[src/ddr_psram_dummy_unused.sv]
`default_nettype none
`default_nettype wire

[src/ddr_psram_pkg.sv]
`default_nettype none
package ddr_psram_pkg;
   // =====================================================================
   // Command-address layout (48-bit command word, three bus words)
   // =====================================================================
   localparam int CMD_ADDR_W = 48;      // Full command-address width
   localparam int CMD_READ_BIT = 47;    // One requests a read
   localparam int CMD_SPACE_BIT = 46;   // One selects register space
   localparam int CMD_BURST_BIT = 45;   // One selects linear burst
   localparam int ROW_HI_BIT = 44;      // Top of row and upper column
   localparam int ROW_LO_BIT = 16;      // Bottom of row and upper column
   localparam int COL_HI_BIT = 2;       // Top of lower column
   localparam int ROW_W = ROW_HI_BIT - ROW_LO_BIT + 1;
   localparam int ADDR_W = ROW_W + COL_HI_BIT + 1;
   // =====================================================================
   // Bus edge counts
   // =====================================================================
   localparam logic [7:0] CMD_ADDR_EDGES = 8'h06; // Three words, two bytes each
   localparam logic [7:0] ROW_EDGES = 8'h04;     // Edges that carry bits 47:16
   localparam logic [5:0] ERR_CLOCKS = 6'h20;    // Stall length that means error
   localparam logic [ADDR_W-1:0] WRAP_BASE_WORDS = 32'h0000_0008;
   // =====================================================================
   // Reset values
   // =====================================================================
   localparam logic [7:0] DQ_RST = 8'h00;
   localparam logic [15:0] WORD_RST = 16'h0000;
   localparam logic [ADDR_W-1:0] ADDR_RST = '0;
   // =====================================================================
   // Transaction states
   // =====================================================================
   typedef enum logic [2:0] {
      ST_IDLE = 3'b000,
      ST_CMD = 3'b001,
      ST_LAT = 3'b010,
      ST_RDATA = 3'b011,
      ST_WDATA = 3'b100,
      ST_WAIT = 3'b101
   } bus_state_e;
endpackage
`default_nettype wire

[src/ddr_psram_bus_read_port.sv]
`default_nettype none
// What this block does
// - Read register word: upper byte high strobe
// - Write: upper byte rising, lower falling
// - Register words always big-endian order
// - Latency writes use strobe as byte mask
// - Zero-latency register writes: full words, strobe released
// - Command bit 47 one means read
// - Command bit 46 zero selects memory
// - Command bit 45 picks wrapped or linear
// - Array access starts after second command word
// - Third command word gives lower column address
// - Latency counts: one low, two high
// - After latency, strobe and data together
// - Data continues while clock toggles, selected
// - Strobe may pause low between words
// - Strobe low 32 clocks signals error
// - Wrap within length, linear across rows
// - Linear past last address gives undefined data
module ddr_psram_bus_read_port
   import ddr_psram_pkg::*;
(
   input wire logic sys_clk,
   input wire logic rst,
   // Bus pins, asynchronous to sys_clk
   input wire logic cs_n_pin,
   input wire logic ck_pin,
   input wire logic inverted_clock_pin,
   input wire logic [7:0] dq_in,
   output logic [7:0] dq_out,
   output logic dq_oe_n,
   input wire logic read_write_data_strobe_in,
   output logic read_write_data_strobe_out,
   output logic read_write_data_strobe_oe_n,
   // Configuration from the core
   input wire logic [3:0] latency_count,
   input wire logic extra_latency,
   input wire logic [1:0] burst_len_sel,
   input wire logic zero_lat_reg_write,
   // Array side
   output logic act_req,
   output logic [ROW_W-1:0] act_row,
   output logic rd_req,
   output logic [ADDR_W-1:0] rd_addr,
   output logic rd_reg_space,
   input wire logic rd_valid,
   input wire logic [15:0] rd_data,
   input wire logic rd_err,
   output logic wr_en,
   output logic [ADDR_W-1:0] wr_addr,
   output logic [15:0] wr_data,
   output logic [1:0] wr_mask,
   output logic wr_reg_space,
   // Status
   output logic busy,
   output logic cmd_read,
   output logic cmd_wrapped,
   output logic err_flag
);
   // =====================================================================
   // Declarations
   // =====================================================================
   logic cs_s1_q, cs_s2_q;          // Select synchroniser
   logic ck_s1_q, ck_s2_q, ck_s3_q; // Clock synchroniser plus edge history
   logic ckn_s1_q, ckn_s2_q;        // Complement clock synchroniser
   logic [7:0] dq_s1_q, dq_s2_q;    // Data synchroniser
   logic strobe_s1_q, strobe_s2_q;  // Mask synchroniser
   logic ck_rise, ck_fall, ck_edge; // Host clock edges
   bus_state_e state_q;             // Transaction state
   logic [7:0] edge_cnt_q;          // Edges left or seen in a phase
   logic [CMD_ADDR_W-9:0] cmd_addr_q;    // Command bytes captured so far
   logic [CMD_ADDR_W-1:0] cmd_addr_full; // Command including this byte
   logic extra_q;                   // Extra latency promised during command words
   logic cmd_reg_q;                 // Register space target
   logic zero_lat_q;                // Write data follows CA directly
   logic [ADDR_W-1:0] addr_q;       // Next word address
   logic [15:0] word_q;             // Fetched read word
   logic word_vld_q;                // Fetched word ready to send
   logic rd_pend_q;                 // Fetch in flight
   logic half_b_q;                  // Upper byte sent, lower pending
   logic stop_q;                    // Error hold, strobe stays low
   logic [5:0] stall_cnt_q;         // Rising edges with strobe held low
   logic [7:0] wr_hi_q;             // Upper write byte
   logic wr_hi_mask_q;              // Upper write byte mask
   logic cmd_done;                  // Last command edge
   logic [7:0] lat_edges;           // Latency length in edges

   assign ck_rise = ck_s2_q & ~ck_s3_q;
   assign ck_fall = ~ck_s2_q & ck_s3_q;
   assign ck_edge = ck_rise | ck_fall;
   assign cmd_addr_full = {cmd_addr_q, dq_s2_q};
   assign cmd_done = (state_q == ST_CMD) && ck_edge && (edge_cnt_q == CMD_ADDR_EDGES - 8'h01);
   // Each count is one clock, that is two edges; doubled on extra latency
   assign lat_edges = {3'h0, latency_count, 1'b0} << extra_q;

   // Next word: wrap inside an aligned burst, or step linearly
   function automatic logic [ADDR_W-1:0] next_addr(input logic [ADDR_W-1:0] a,
                                                  input logic wrapped,
                                                  input logic [1:0] sel);
      logic [ADDR_W-1:0] m;
      m = (WRAP_BASE_WORDS << sel) - 1'b1;
      if (wrapped) begin
         next_addr = (a & ~m) | ((a + 1'b1) & m);
      end else begin
         next_addr = a + 1'b1;
      end
   endfunction

   // =====================================================================
   // Pin synchronisers
   // =====================================================================
   // Two flops on every pin, a third on the clock for edge history; the host clock is oversampled
   always_ff @(posedge sys_clk) begin
      if (rst) begin
         cs_s1_q <= 1'b1;
         cs_s2_q <= 1'b1;
         ck_s1_q <= 1'b0;
         ck_s2_q <= 1'b0;
         ck_s3_q <= 1'b0;
         ckn_s1_q <= 1'b1;
         ckn_s2_q <= 1'b1;
         dq_s1_q <= DQ_RST;
         dq_s2_q <= DQ_RST;
         strobe_s1_q <= 1'b0;
         strobe_s2_q <= 1'b0;
      end else begin
         cs_s1_q <= cs_n_pin;
         cs_s2_q <= cs_s1_q;
         ck_s1_q <= ck_pin;
         ck_s2_q <= ck_s1_q;
         ck_s3_q <= ck_s2_q;
         ckn_s1_q <= inverted_clock_pin;
         ckn_s2_q <= ckn_s1_q;
         dq_s1_q <= dq_in;
         dq_s2_q <= dq_s1_q;
         strobe_s1_q <= read_write_data_strobe_in;
         strobe_s2_q <= strobe_s1_q;
      end
   end

   // =====================================================================
   // Transaction sequencing
   // =====================================================================
   always_ff @(posedge sys_clk) begin
      if (rst) begin
         state_q <= ST_IDLE;
         edge_cnt_q <= 8'h00;
      end else if (cs_s2_q) begin
         // Deselect ends any phase; clock is idle by then
         state_q <= ST_IDLE;
         edge_cnt_q <= 8'h00;
      end else begin
         case (state_q)
            ST_IDLE: begin
               if (!ck_s2_q && ckn_s2_q) begin
                  state_q <= ST_CMD;
               end else begin
                  // Select fell with clock high: ignore until deselect
                  state_q <= ST_WAIT;
               end
               edge_cnt_q <= 8'h00;
            end
            ST_CMD: begin
               if (cmd_done) begin
                  if (!cmd_addr_full[CMD_READ_BIT] && cmd_addr_full[CMD_SPACE_BIT] &&
                      zero_lat_reg_write) begin
                     state_q <= ST_WDATA;
                  end else if (lat_edges == 8'h00) begin
                     state_q <= cmd_addr_full[CMD_READ_BIT] ? ST_RDATA : ST_WDATA;
                  end else begin
                     state_q <= ST_LAT;
                  end
                  // latency length from strobe level in command words
                  edge_cnt_q <= lat_edges;
               end else if (ck_edge) begin
                  edge_cnt_q <= edge_cnt_q + 8'h01;
               end
            end
            ST_LAT: begin
               if (ck_edge) begin
                  if (edge_cnt_q == 8'h01) begin
                     state_q <= cmd_read ? ST_RDATA : ST_WDATA;
                  end
                  edge_cnt_q <= edge_cnt_q - 8'h01;
               end
            end
            ST_RDATA, ST_WDATA, ST_WAIT: begin
               state_q <= state_q;
            end
            default: begin
               state_q <= ST_IDLE;
            end
         endcase
      end
   end

   // =====================================================================
   // Command capture and decode
   // =====================================================================
   always_ff @(posedge sys_clk) begin
      if (rst) begin
         cmd_addr_q <= '0;
         extra_q <= 1'b0;
         cmd_read <= 1'b0;
         cmd_reg_q <= 1'b0;
         cmd_wrapped <= 1'b0;
         zero_lat_q <= 1'b0;
         act_req <= 1'b0;
         act_row <= '0;
      end else begin
         act_req <= 1'b0;
         if (state_q == ST_IDLE) begin
            extra_q <= extra_latency;
         end
         if (state_q == ST_CMD && ck_edge) begin
            // First byte on the bus is bits 47:40
            cmd_addr_q <= cmd_addr_full[CMD_ADDR_W-9:0];
            // row access once bits 47:16 are in
            if (edge_cnt_q == ROW_EDGES - 8'h01) begin
               act_req <= 1'b1;
               act_row <= cmd_addr_full[ROW_W-1:0];
            end
         end
         if (cmd_done) begin
            cmd_read <= cmd_addr_full[CMD_READ_BIT];
            cmd_reg_q <= cmd_addr_full[CMD_SPACE_BIT];
            cmd_wrapped <= ~cmd_addr_full[CMD_BURST_BIT];
            zero_lat_q <= !cmd_addr_full[CMD_READ_BIT] && cmd_addr_full[CMD_SPACE_BIT] &&
                          zero_lat_reg_write;
         end
      end
   end

   // =====================================================================
   // Word address
   // =====================================================================
   // Advanced on each fetch issue or each completed write word
   always_ff @(posedge sys_clk) begin
      if (rst) begin
         addr_q <= ADDR_RST;
      end else if (cmd_done) begin
         // row bits plus lower column from third word
         addr_q <= {cmd_addr_full[ROW_HI_BIT:ROW_LO_BIT], cmd_addr_full[COL_HI_BIT:0]};
      end else if (rd_req || (state_q == ST_WDATA && ck_fall)) begin
         // wrap or linear step; past the top is undefined data
         addr_q <= next_addr(addr_q, cmd_wrapped, burst_len_sel);
      end
   end

   // =====================================================================
   // Read fetch
   // =====================================================================
   // One word is fetched ahead; a late word stalls the strobe
   always_ff @(posedge sys_clk) begin
      if (rst) begin
         rd_req <= 1'b0;
         rd_addr <= ADDR_RST;
         rd_reg_space <= 1'b0;
         rd_pend_q <= 1'b0;
         word_q <= WORD_RST;
         word_vld_q <= 1'b0;
      end else if (cs_s2_q) begin
         rd_req <= 1'b0;
         rd_pend_q <= 1'b0;
         word_vld_q <= 1'b0;
      end else begin
         rd_req <= 1'b0;
         if ((cmd_done && cmd_addr_full[CMD_READ_BIT]) ||
             (state_q == ST_RDATA && ck_fall && half_b_q)) begin
            rd_req <= 1'b1;
            rd_addr <= cmd_done ? {cmd_addr_full[ROW_HI_BIT:ROW_LO_BIT],
                                   cmd_addr_full[COL_HI_BIT:0]} : addr_q;
            rd_reg_space <= cmd_done ? cmd_addr_full[CMD_SPACE_BIT] : cmd_reg_q;
            rd_pend_q <= 1'b1;
         end else if (rd_pend_q && rd_valid) begin
            rd_pend_q <= 1'b0;
         end
         if (rd_pend_q && rd_valid) begin
            word_q <= rd_data;
            word_vld_q <= 1'b1;
         end else if (state_q == ST_RDATA && ck_fall && half_b_q) begin
            word_vld_q <= 1'b0;
         end
      end
   end

   // =====================================================================
   // Read data and strobe drive
   // =====================================================================
   always_ff @(posedge sys_clk) begin
      if (rst) begin
         dq_out <= DQ_RST;
         dq_oe_n <= 1'b1;
         read_write_data_strobe_out <= 1'b0;
         read_write_data_strobe_oe_n <= 1'b1;
         half_b_q <= 1'b0;
         stop_q <= 1'b0;
      end else if (cs_s2_q) begin
         dq_oe_n <= 1'b1;
         read_write_data_strobe_out <= 1'b0;
         read_write_data_strobe_oe_n <= 1'b1;
         half_b_q <= 1'b0;
         stop_q <= 1'b0;
      end else begin
         if (rd_err && state_q == ST_RDATA) begin
            stop_q <= 1'b1;
         end
         case (state_q)
            ST_IDLE, ST_CMD: begin
               read_write_data_strobe_out <= extra_q;
               read_write_data_strobe_oe_n <= 1'b0;
            end
            ST_LAT: begin
               read_write_data_strobe_out <= 1'b0;
               // Write with latency: master drives the mask
               read_write_data_strobe_oe_n <= !cmd_read;
            end
            ST_RDATA: begin
               dq_oe_n <= 1'b0;
               read_write_data_strobe_oe_n <= 1'b0;
               if (ck_rise && word_vld_q && !stop_q) begin
                  dq_out <= word_q[15:8];
                  read_write_data_strobe_out <= 1'b1;
                  half_b_q <= 1'b1;
               end else if (ck_fall && half_b_q) begin
                  // lower byte with the falling strobe
                  dq_out <= word_q[7:0];
                  read_write_data_strobe_out <= 1'b0;
                  half_b_q <= 1'b0;
               end else if (!half_b_q) begin
                  read_write_data_strobe_out <= 1'b0;
               end
            end
            ST_WDATA: begin
               // device releases strobe in write data
               read_write_data_strobe_oe_n <= 1'b1;
               read_write_data_strobe_out <= 1'b0;
            end
            default: begin
               read_write_data_strobe_oe_n <= 1'b1;
               read_write_data_strobe_out <= 1'b0;
            end
         endcase
      end
   end

   // =====================================================================
   // Stall and error status
   // =====================================================================
   // Counts rising host edges on which no word left; sticky until deselect
   always_ff @(posedge sys_clk) begin
      if (rst) begin
         stall_cnt_q <= 6'h00;
         err_flag <= 1'b0;
         busy <= 1'b0;
      end else begin
         busy <= !cs_s2_q;
         if (state_q == ST_IDLE) begin
            stall_cnt_q <= 6'h00;
            err_flag <= 1'b0;
         end else if (state_q == ST_RDATA && ck_rise) begin
            if (word_vld_q && !stop_q) begin
               stall_cnt_q <= 6'h00;
            end else if (stall_cnt_q != ERR_CLOCKS) begin
               stall_cnt_q <= stall_cnt_q + 6'h01;
            end
         end
         // long low strobe reported as error
         if (stall_cnt_q == ERR_CLOCKS) begin
            err_flag <= 1'b1;
         end
      end
   end

   // =====================================================================
   // Write data capture
   // =====================================================================
   always_ff @(posedge sys_clk) begin
      if (rst) begin
         wr_hi_q <= DQ_RST;
         wr_hi_mask_q <= 1'b0;
         wr_en <= 1'b0;
         wr_addr <= ADDR_RST;
         wr_data <= WORD_RST;
         wr_mask <= 2'b00;
         wr_reg_space <= 1'b0;
      end else begin
         wr_en <= 1'b0;
         if (state_q == ST_WDATA && !cs_s2_q) begin
            if (ck_rise) begin
               wr_hi_q <= dq_s2_q;
               wr_hi_mask_q <= strobe_s2_q;
            end
            if (ck_fall) begin
               wr_en <= 1'b1;
               wr_addr <= addr_q;
               wr_data <= {wr_hi_q, dq_s2_q};
               wr_reg_space <= cmd_reg_q;
               wr_mask <= zero_lat_q ? 2'b00 : {wr_hi_mask_q, strobe_s2_q};
            end
         end
      end
   end

   // =====================================================================
   // Checks
   // =====================================================================
   chk_read_upper: assert property (@(posedge sys_clk) disable iff (rst)
      (state_q == ST_RDATA && !cs_s2_q && ck_rise && word_vld_q && !stop_q) |=>
         (dq_out == $past(word_q[15:8]) && read_write_data_strobe_out && !dq_oe_n))
      else $error("upper read byte not sent with strobe high");
   chk_read_lower: assert property (@(posedge sys_clk) disable iff (rst)
      (state_q == ST_RDATA && !cs_s2_q && ck_fall && half_b_q) |=>
         (dq_out == $past(word_q[7:0]) && !read_write_data_strobe_out))
      else $error("lower read byte not sent with strobe low");
   chk_write_pair: assert property (@(posedge sys_clk) disable iff (rst)
      (state_q == ST_WDATA && !cs_s2_q && ck_fall) |=>
         (wr_en && wr_data == {$past(wr_hi_q), $past(dq_s2_q)}))
      else $error("write word not paired upper then lower");
   chk_zero_lat_full: assert property (@(posedge sys_clk) disable iff (rst)
      (wr_en && zero_lat_q) |-> (wr_mask == 2'b00 && read_write_data_strobe_oe_n))
      else $error("zero latency write masked or strobe driven");
   chk_read_decode: assert property (@(posedge sys_clk) disable iff (rst)
      rd_req |-> cmd_read)
      else $error("fetch issued for non read command");
   chk_row_activate: assert property (@(posedge sys_clk) disable iff (rst)
      (state_q == ST_CMD && !cs_s2_q && ck_edge && edge_cnt_q == 8'h03) |=>
         (act_req && act_row == $past(cmd_addr_full[ROW_W-1:0])))
      else $error("row access not started after second command word");
   chk_latency_len: assert property (@(posedge sys_clk) disable iff (rst)
      (cmd_done && !cs_s2_q && lat_edges != 8'h00 && !zero_lat_reg_write) |=>
         (state_q == ST_LAT && edge_cnt_q == ($past(extra_q) ? 8'h04 : 8'h02) *
          {4'h0, $past(latency_count)}))
      else $error("latency length wrong");
   chk_stall_low: assert property (@(posedge sys_clk) disable iff (rst)
      (state_q == ST_RDATA && !cs_s2_q && ck_rise && !word_vld_q && !half_b_q) |=>
         !read_write_data_strobe_out)
      else $error("strobe not held low while stalled");
   chk_error_flag: assert property (@(posedge sys_clk) disable iff (rst)
      (state_q == ST_RDATA && !cs_s2_q && stall_cnt_q == ERR_CLOCKS) |=> err_flag)
      else $error("error not flagged after long stall");
endmodule
`default_nettype wire

[config.mk]
export PLATFORM = sky130hd
export DESIGN_NAME = ddr_psram_bus_read_port
export DESIGN_NICKNAME = d
export VERILOG_FILES = /design/src/ddr_psram_dummy_unused.sv /design/src/ddr_psram_pkg.sv /design/src/ddr_psram_bus_read_port.sv
export SDC_FILE = /design/constraint.sdc
export NUM_CORES = 1
export LEC_CHECK = 0
export BUFFER_PORTS_ARGS = -buffer_cell sky130_fd_sc_hd__buf_2
export CAP_MARGIN = 40
export CORE_ASPECT_RATIO = 2
export CORE_MARGIN = 4
export CORE_UTILIZATION = 50
export DETAILED_ROUTE_END_ITERATION = 7
export HOLD_SLACK_MARGIN = 0.12
export PLACE_DENSITY = 0.69
export REMOVE_ABC_BUFFERS = 1
export SYNTH_ARGS = -nofsm -noshare
export SYNTH_HDL_FRONTEND = slang
export SYNTH_SLANG_ARGS = --single-unit
[constraint.sdc]
create_clock -name sys_clk -period 2.63 [get_ports sys_clk]
set_clock_uncertainty 0.15 [all_clocks]
set_input_delay 0 -clock sys_clk [delete_from_list [all_inputs] [get_ports sys_clk]]
set_output_delay 0 -clock sys_clk [all_outputs]
set_load 0.02 [all_outputs]
Word-level counts from Yosys, hierarchy flattened
Index checks and enable logic that the tools add are counted.

storage, ports and cells
  logic and storage cells = 169
  output and inout port bits = 131
  input bits = 40
  bits in registers = 277

operators by class
  bitwise gates (word level) = 14
  reductions and logical operators = 50
  eq/ne operators = 15
  add/sub/neg operators = 5
  muxes and demuxes = 39
  shift-type cells = 2

operator list
  cell                     count
  $mux W32                 4
  $and A32 B32 Y32         2
  $mux W8                  5
  $add A32 B1 Y32 const B  1
  $not A32 Y32             1
  $or A32 B32 Y32          1
  $shl A4 B2 Y32 const A   1
  $sub A32 B1 Y32 const B  1
  $mux W3                  8
  $pmux W8 S3              1
  $logic_and A1 B1 Y1      17
  $mux W1                  15
  $reduce_and A2 Y1        7
  $mux W6                  2
  $pmux W3 S4              1
  $reduce_bool A2 Y1       6
  $reduce_or A2 Y1         5
  $add A8 B1 Y8 const B    1
  $eq A8 B1 Y1 const B     1
  $eq A8 B2 Y1 const B     1
  $eq A8 B3 Y1 const B     1
  $logic_not A8 Y1         1
  $shl A5 B1 Y8            1
  $sub A8 B1 Y8 const B    1
  other kinds (21)         40

Logic depth before layout (Yosys ltp)
Gate-level depths: netlist of the first run.

  depth after elaboration = 8
  mapped depth = 10
  gate-level depth less buffers = 7

Least setup slack after synthesis of the first run
Ideal clock, no wire load.

  path type = register to register
  from = register ck_s2_q
  to = register (tool-made name)
  buffers on the path = 1
  clock period less this slack = 2.311 ns
  data arrival time = 2.027 ns
  slack = 0.319 ns
  required time = 2.346 ns
  stages on the path, launching flop included = 9
  setup time = 0.134 ns
  cells stage by stage = dfxtp_1 inv_1 ha_1 or4b_1 nor4_2 nand3_2 clkbuf_1 nor2_1 a211oi_1

RTL lines
  element                 line                            RTL
  from (decl)             ddr_psram_bus_read_port.sv:64   logic ck_s1_q, ck_s2_q, ck_s3_q;
  from (signal assigned)  ddr_psram_bus_read_port.sv:130  ck_s2_q <= ck_s1_q;

Final worst setup path of the first run
  from = register rd_pend_q
  to = register word_q[14]

on the way
  cells in the longest elaborated chain, start to end = 2

ends and longest elaborated chain
  element                      line                            RTL
  from (decl)                  ddr_psram_bus_read_port.sv:79   logic rd_pend_q;
  from (signal assigned)       ddr_psram_bus_read_port.sv:259  rd_pend_q <= 1'b0;
  from (signal assigned)       ddr_psram_bus_read_port.sv:264  rd_pend_q <= 1'b0;
  from (signal assigned)       ddr_psram_bus_read_port.sv:274  rd_pend_q <= 1'b1;
  $logic_and A1 B1 Y1          ddr_psram_bus_read_port.sv:278  if (rd_pend_q && rd_valid) begin
  $reduce_and A2 Y1 (no line)  n/a
  to (signal assigned)         ddr_psram_bus_read_port.sv:279  word_q <= rd_data;
  to (decl)                    ddr_psram_bus_read_port.sv:77   logic [15:0] word_q;

Every way passes these cells.
A chain may end at the register's enable or synchronous reset.

==> results of run 1 <==
cell type report:
type / count / area share [%]
multi-input cells: 994 / 36.81
inverters: 14 / 0.3651
clock buffers: 33 / 4.694
repair buffers: 322 / 16.45
diodes: 1 / 0.01739
flip-flops and latches: 277 / 38.53
clock inverters: 10 / 0.7389
well taps: 276 / 2.399
metal layers:
layer | vias up | global-route usage (%)
met1 | 5004 | 29.80
met3 | 136 | 2.573
met4 | 0 | 17.84
li1 | 5217 | -
met2 | 383 | 51.74
met5 | - | 0
critical path: cells and delay by family (launching register included):
kind	cells	cell delay [ps]
simple gates	3	380
buf+inv	3	1390
flops	1	370
compound gates	1	170
logic make-up after synthesis:
logic type	Yosys count	synth area share (%)
AOI/OAI and AO/OA	295	16.20
xor gates and xnor gates	37	2.874
adders and majority gates	9	0.9987
buffers and inverters	119	4.327
DFF	277	49.18
muxes	7	0.6214
and+or+nand+nor	646	25.80
through the flow:
| step | instances | hold WS (ps) | worst slack [ps] |
|---|---|---|---|
| CTS | 1926 | 126.7 | 85.63 |
| detailed placement | 1778 | 34.84 | 153.5 |
| global placement | 1777 | 36.77 | 213.6 |
| finish | 1927 | 157.7 | 79.65 |
| global route | 1926 | 190.8 | -39.77 |
| floorplan | 1285 | -83.31 | -1739 |
Yosys cell counts, drive strengths merged (3+ instances only):
master    n
a31oi     7
xnor2    18
xor2     19
o21ai    16
a21oi   171
nor3b     4
nand4    15
nand2b    5
or2       8
nor2b    24
dfxtp   277
or4b      3
nor2     99
a211oi   34
and2      3
and4      7
nand3    36
nor4b     4
nand2   388
inv      13
nor4     12
nand3b    5
ha        9
nor3     14
and3     10
a311oi   40
clkbuf   77
mux2i     7
or3b      3
o22ai     4
buf      28
o211ai    4
worst paths after layout:
check	startpoint	end	cells past startpoint
min	extra_latency	extra_q	4
max	rd_pend_q	word_q[14]	7
min reg2reg	ckn_s1_q	ckn_s2_q	1
max reg2reg	rd_pend_q	word_q[14]	7
timing repair:
item,in CTS,in global routing
setup buffers,0,0
hold buffers,105,0
resized for setup,0,7
hold endpoints to repair,123,0
endpoints found under the setup margin,0,47
power by group through the flow:
stage / sequential [mW] / clock, mW / combinational [mW]
after floorplan: 4.32 / 0 / 0.0536
after global placement: 4.33 / 0 / 0.178
after detailed placement: 4.33 / 0 / 0.179
after CTS: 4.23 / 3.67 / 0.261
after global routing: 4.23 / 3.82 / 0.293
final: 4.23 / 3.61 / 0.271
==> results_dict.tcl, run 1 <==
set metrics [dict create \
    status "completed" \
    num_vias 10740 \
    cts-root-buf "clkbuf_16" \
    drive_gt1_share_pct 17.88 \
    drt_iter0_drc 682 \
    grt_pass1_vias 10860 \
    p_seq_share_pct 52.2 \
    worstPathRequired_ps 2950 \
    drcViolationCount 0 \
    rrSetupSlack_ps 80 \
    met2_length_um 18870 \
    grt_pass1_wl_um 56400 \
    antenna_left 0 \
    clk_latency_ps 540 \
    hold_viol 0 \
    multi_input_area_um2 5298 \
    synth.top_cell.area_share_pct 49.18 \
    synth_seq_cells 277 \
    maxSlewHeadroom_pct 48.66 \
    finalSetupViolCount 0 \
    synth_top_cell_by_area "dfxtp_1" \
    finish.utilization_pct 64.95 \
    final_area_um2 14390 \
    synth-async-reset-ratio_pct 0 \
    cts_max_path_buffers 3 \
    fmaxAchievable_ghz 0.3921 \
    power_switching_share_pct 21.69 \
    grt_max_degree 164 \
    min_period_over_period_pct 96.97 \
    critPathLaunchType "register" \
    path_class "register to register" \
    die-area_um2 25160 \
    cpMaxStageDelayCell "dlygate4sd3_1" \
    ir_drop_v 0.0005350 \
    synth_area_per_cell_um2 8.112 \
    yosysSeqAreaShare_pct 49.18 \
    io_buffers 170 \
    first_pass_iters 5 \
    yosys-top-cells-area "dfxtp_1 49%, nand2_1 13%, a21oi_1 7.5%" \
    power.total_mw 8.108 \
    maxCapViolations 0 \
    power_frac_comb_pct 3.3 \
    grt_overflow_total 0 \
    gp_congestion 0.9305 \
    cts.clk_slew.worst_paths_ps 70 \
    via_per_inst 5.573 \
    finalCriticalPeriod_ps 2550 \
    p_sw_mw 1.759 \
    wl_met1_um 12890 \
    synth_edf_count 0 \
    fillCellCount 1922 \
    die_width_um 114.2 \
    synth_cells 1390 \
    max_stage_delay_ps 620 \
    syn_area_um2 11280 \
    worst_slew_pin_slew_ps 770.0 \
    area_growth_syn_to_layout_pct 27.64 \
    highest_layer "met4" \
    routed_wl_um 35700 \
    ys_types 67 \
    cts_tree "done" \
    ios 171 \
    arrival_ps 2870 \
    grtUsageTotal_pct 27.96 \
    routed-wl-met3_um 1511 \
    min_path_type "primary input to register" \
    final_cell_mix "387 x nand2_1, 277 x dfxtp_1, 169 x a21oi_1, 169 x buf_2, 105 x dlygate4sd3_1" \
    cp_max_fo 12 \
    p_per_area_nw_per_um2 563.4 \
    rows 77 \
    antenna_found_initial 0 \
    p_int_mw 6.350 \
    clkPwrFrac_pct 44.5 \
    end_kind "register" \
    regArea_um2 5545 \
    cts_buffers 24 \
    htree_levels 1 \
    yosysWarnings 0 \
    slew_violations 0 \
    fp.dieH_um 220.4 \
    design.core.area_um2 22160 \
    path_cells "nand2_1, nor2_4, buf_6, nand2_1, dlygate4sd3_1, a21oi_2, dlygate4sd3_1" \
    nets 1682 \
    p_leak_nw 5.334 \
    wl_per_cell_um 18.52 \
    initial_core_util_pct 50.89 \
    finalSetupTns_ps 0 \
    hpwl_um 22410 \
    layout_commonest_cell "nand2_1" \
    synthFlopType "dfxtp_1" \
    placed_area_um2 12520 \
    cts.sinks 277 \
]
Power figures use the tool's default switching activity.
==> run 2, diff against run 1 <==
--- a/config.mk
+++ b/config.mk
@@ -12,7 +12,7 @@
 export CORE_UTILIZATION = 50
 export DETAILED_ROUTE_END_ITERATION = 7
 export HOLD_SLACK_MARGIN = 0.12
-export PLACE_DENSITY = 0.69
+export PLACE_DENSITY = 0.71
 export REMOVE_ABC_BUFFERS = 1
 export SYNTH_ARGS = -nofsm -noshare
 export SYNTH_HDL_FRONTEND = slang
==> run 2 against run 1 <==
Sequential share of layout area is 0.47 points lower. Largest power group unchanged. Critical endpoint is now word_q[4]. Via count is 2.2% higher. Global-route usage is 0.36 points higher.
==> results_dict.tcl, run 2 (synthesized netlist as in run 1, its figures left out) <==
set metrics [dict create \
    finish.utilization_pct 65.78 \
    worstRegToRegCells 7 \
    setup.worst_path.start "rd_pend_q" \
    io_buffers 170 \
    ir_drop_v 0.0006480 \
    p_leak_nw 5.446 \
    hold_viol 0 \
    cts_buffers 24 \
    wl_per_cell_um 18.76 \
    routed_wl_um 36410 \
    worstReg2RegStart "rd_pend_q" \
    hpwl_um 22520 \
    drive_gt1_share_pct 18.16 \
    fmaxAchievable_ghz 0.3926 \
    placed_area_um2 12540 \
    crit_path_end "word_q[4]" \
    crit_buf_inv 3 \
    num_vias 10980 \
    cp.depth 7 \
    cts_max_path_buffers 3 \
    antenna_left 0 \
    path_class "register to register" \
    gp_congestion 0.9857 \
    die_width_um 114.2 \
    p_per_area_nw_per_um2 578.2 \
    cp_max_fo 15 \
    cts.clk_slew.worst_paths_ps 80 \
    htree_levels 1 \
    power_switching_share_pct 20.49 \
    grtUsageTotal_pct 28.32 \
    cts_tree "done" \
    p_sw_mw 1.726 \
    drt_iter0_drc 790 \
    min_period_over_period_pct 96.84 \
    grt_overflow_total 0 \
    finalCriticalPeriod_ps 2547 \
    ios 171 \
    final_area_um2 14580 \
    status "completed" \
    nets 1697 \
    finalSetupViolCount 0 \
    min_path_type "primary input to register" \
    grt_pass1_vias 10760 \
    power_frac_comb_pct 3.4 \
    final_cell_mix "387 x nand2_1, 276 x dfxtp_1, 170 x a21oi_1" \
    hold_path_startpoint "rd_valid" \
    maxSlewHeadroom_pct 41.85 \
    cts.sinks 277 \
    clk_latency_ps 520 \
    initial_core_util_pct 50.89 \
    fp.dieH_um 220.4 \
    rows 77 \
    cpMaxStageDelayCell "dlygate4sd3_1" \
    grt_pass1_wl_um 56910 \
    worst_slew_pin_slew_ps 872.3 \
    first_pass_iters 5 \
    design.core.area_um2 22160 \
    crit_family "buffers and inverters" \
    rsz0062_at_grt "no" \
    rrSetupSlack_ps 80 \
    cts-root-buf "clkbuf_16" \
    p_seq_share_pct 50.2 \
    maxCapViolations 0 \
    grt_max_degree 180 \
    path_cells "nand2_1, nor2_2, buf_4, nand2_1, dlygate4sd3_1, a21oi_1, dlygate4sd3_1" \
    clkPwrFrac_pct 46.4 \
    arrival_ps 2870 \
    postCtsSetupBuffers 0 \
    antenna_found_initial 1 \
    die-area_um2 25160 \
    area_growth_syn_to_layout_pct 29.26 \
    layout_commonest_cell "nand2_1" \
    worstPathRequired_ps 2950 \
    max_stage_delay_ps 600 \
    slew_violations 0 \
    p_int_mw 6.701 \
    via_per_inst 5.656 \
    r2r_end "word_q[4]" \
    drcViolationCount 0 \
    critPathLaunchType "register" \
    end_kind "register" \
]
-- run 2: changes by cell type in the layout (fill, tap and decap cells not counted), moves of 2 or more --
cell	previous run	this run
clkinv_2	7	1
buf_12	8	6
dlygate4sd3_1	105	114
buf_4	38	47
clkbuf_1	6	3
bufinv_16	2	4
clkbuf_8	3	9
-- run 2: metrics by stage --
step / cells / hold slack (ps) / power [mW] / TNS, ps / setup WS, ps
6_report: 1941 / 205.3 / 8.427 / 0 / 83.11
5_1_grt: 1940 / 274.9 / 8.664 / 0 / 6.756
4_1_cts: 1939 / 187.6 / 8.470 / 0 / 134.8
3_5_place_dp: 1784 / 41.76 / 4.509 / 0 / 156.8
3_3_place_gp: 1783 / 33.98 / 4.507 / 0 / 273.4
2_1_floorplan: 1285 / -83.31 / 4.375 / -94920 / -1739
-- run 2: area by class of cell --
class | count | area (µm²)
fillers | 1863 | 7584
flip-flops and latches | 277 | 5547
multi-input cells | 994 | 5280
repair buffers | 337 | 2474
clock buffers | 36 | 747.0
well taps | 276 | 345.3
clock inverters | 5 | 125.1
inverters | 14 | 52.55
diodes | 2 | 5.005
-- run 2: tightest hold or removal path: stages --
cell and delay (ps):
dlygate4sd3_1 540, buf_2 120, nand3b_1 90, o21ai_0 70
-- run 2: worst min-delay path by stage --
stage,to,slack [ps],cells past startpoint
after floorplan,ck_s3_q,-80,1
after global placement,ckn_s1_q,30,2
after detailed placement,cs_s1_q,40,2
after CTS,rd_pend_q,190,4
after global routing,rd_pend_q,270,4
final,rd_pend_q,210,4
-- run 2: what timing repair did --
| item | CTS | global route |
|---|---|---|
| endpoints found under the hold margin | 253 | 0 |
| setup endpoints to repair | 0 | 14 |
| gates resized for setup | 0 | 4 |
| hold buffers | 114 | 0 |
-- run 2: power by group through the flow --
| stage | registers [mW] | logic, mW | clock network [mW] |
|---|---|---|---|
| CTS | 4.23 | 0.274 | 3.97 |
| finish | 4.23 | 0.288 | 3.91 |
| detailed placement | 4.33 | 0.181 | 0 |
| global route | 4.23 | 0.309 | 4.12 |
| global placement | 4.33 | 0.179 | 0 |
| floorplan | 4.32 | 0.0536 | 0 |
-- run 2: layer usage --
metal / part of all wire (%) / wire length, µm / up-vias / global-route usage [%]
met5: 0 / 0 / - / 0
met4: 7.3 / 2647 / 0 / 18.15
met3: 4.8 / 1731 / 164 / 3.120
met2: 53 / 19380 / 430 / 52.60
met1: 35 / 12660 / 5122 / 29.64
li1: - / - / 5262 / -
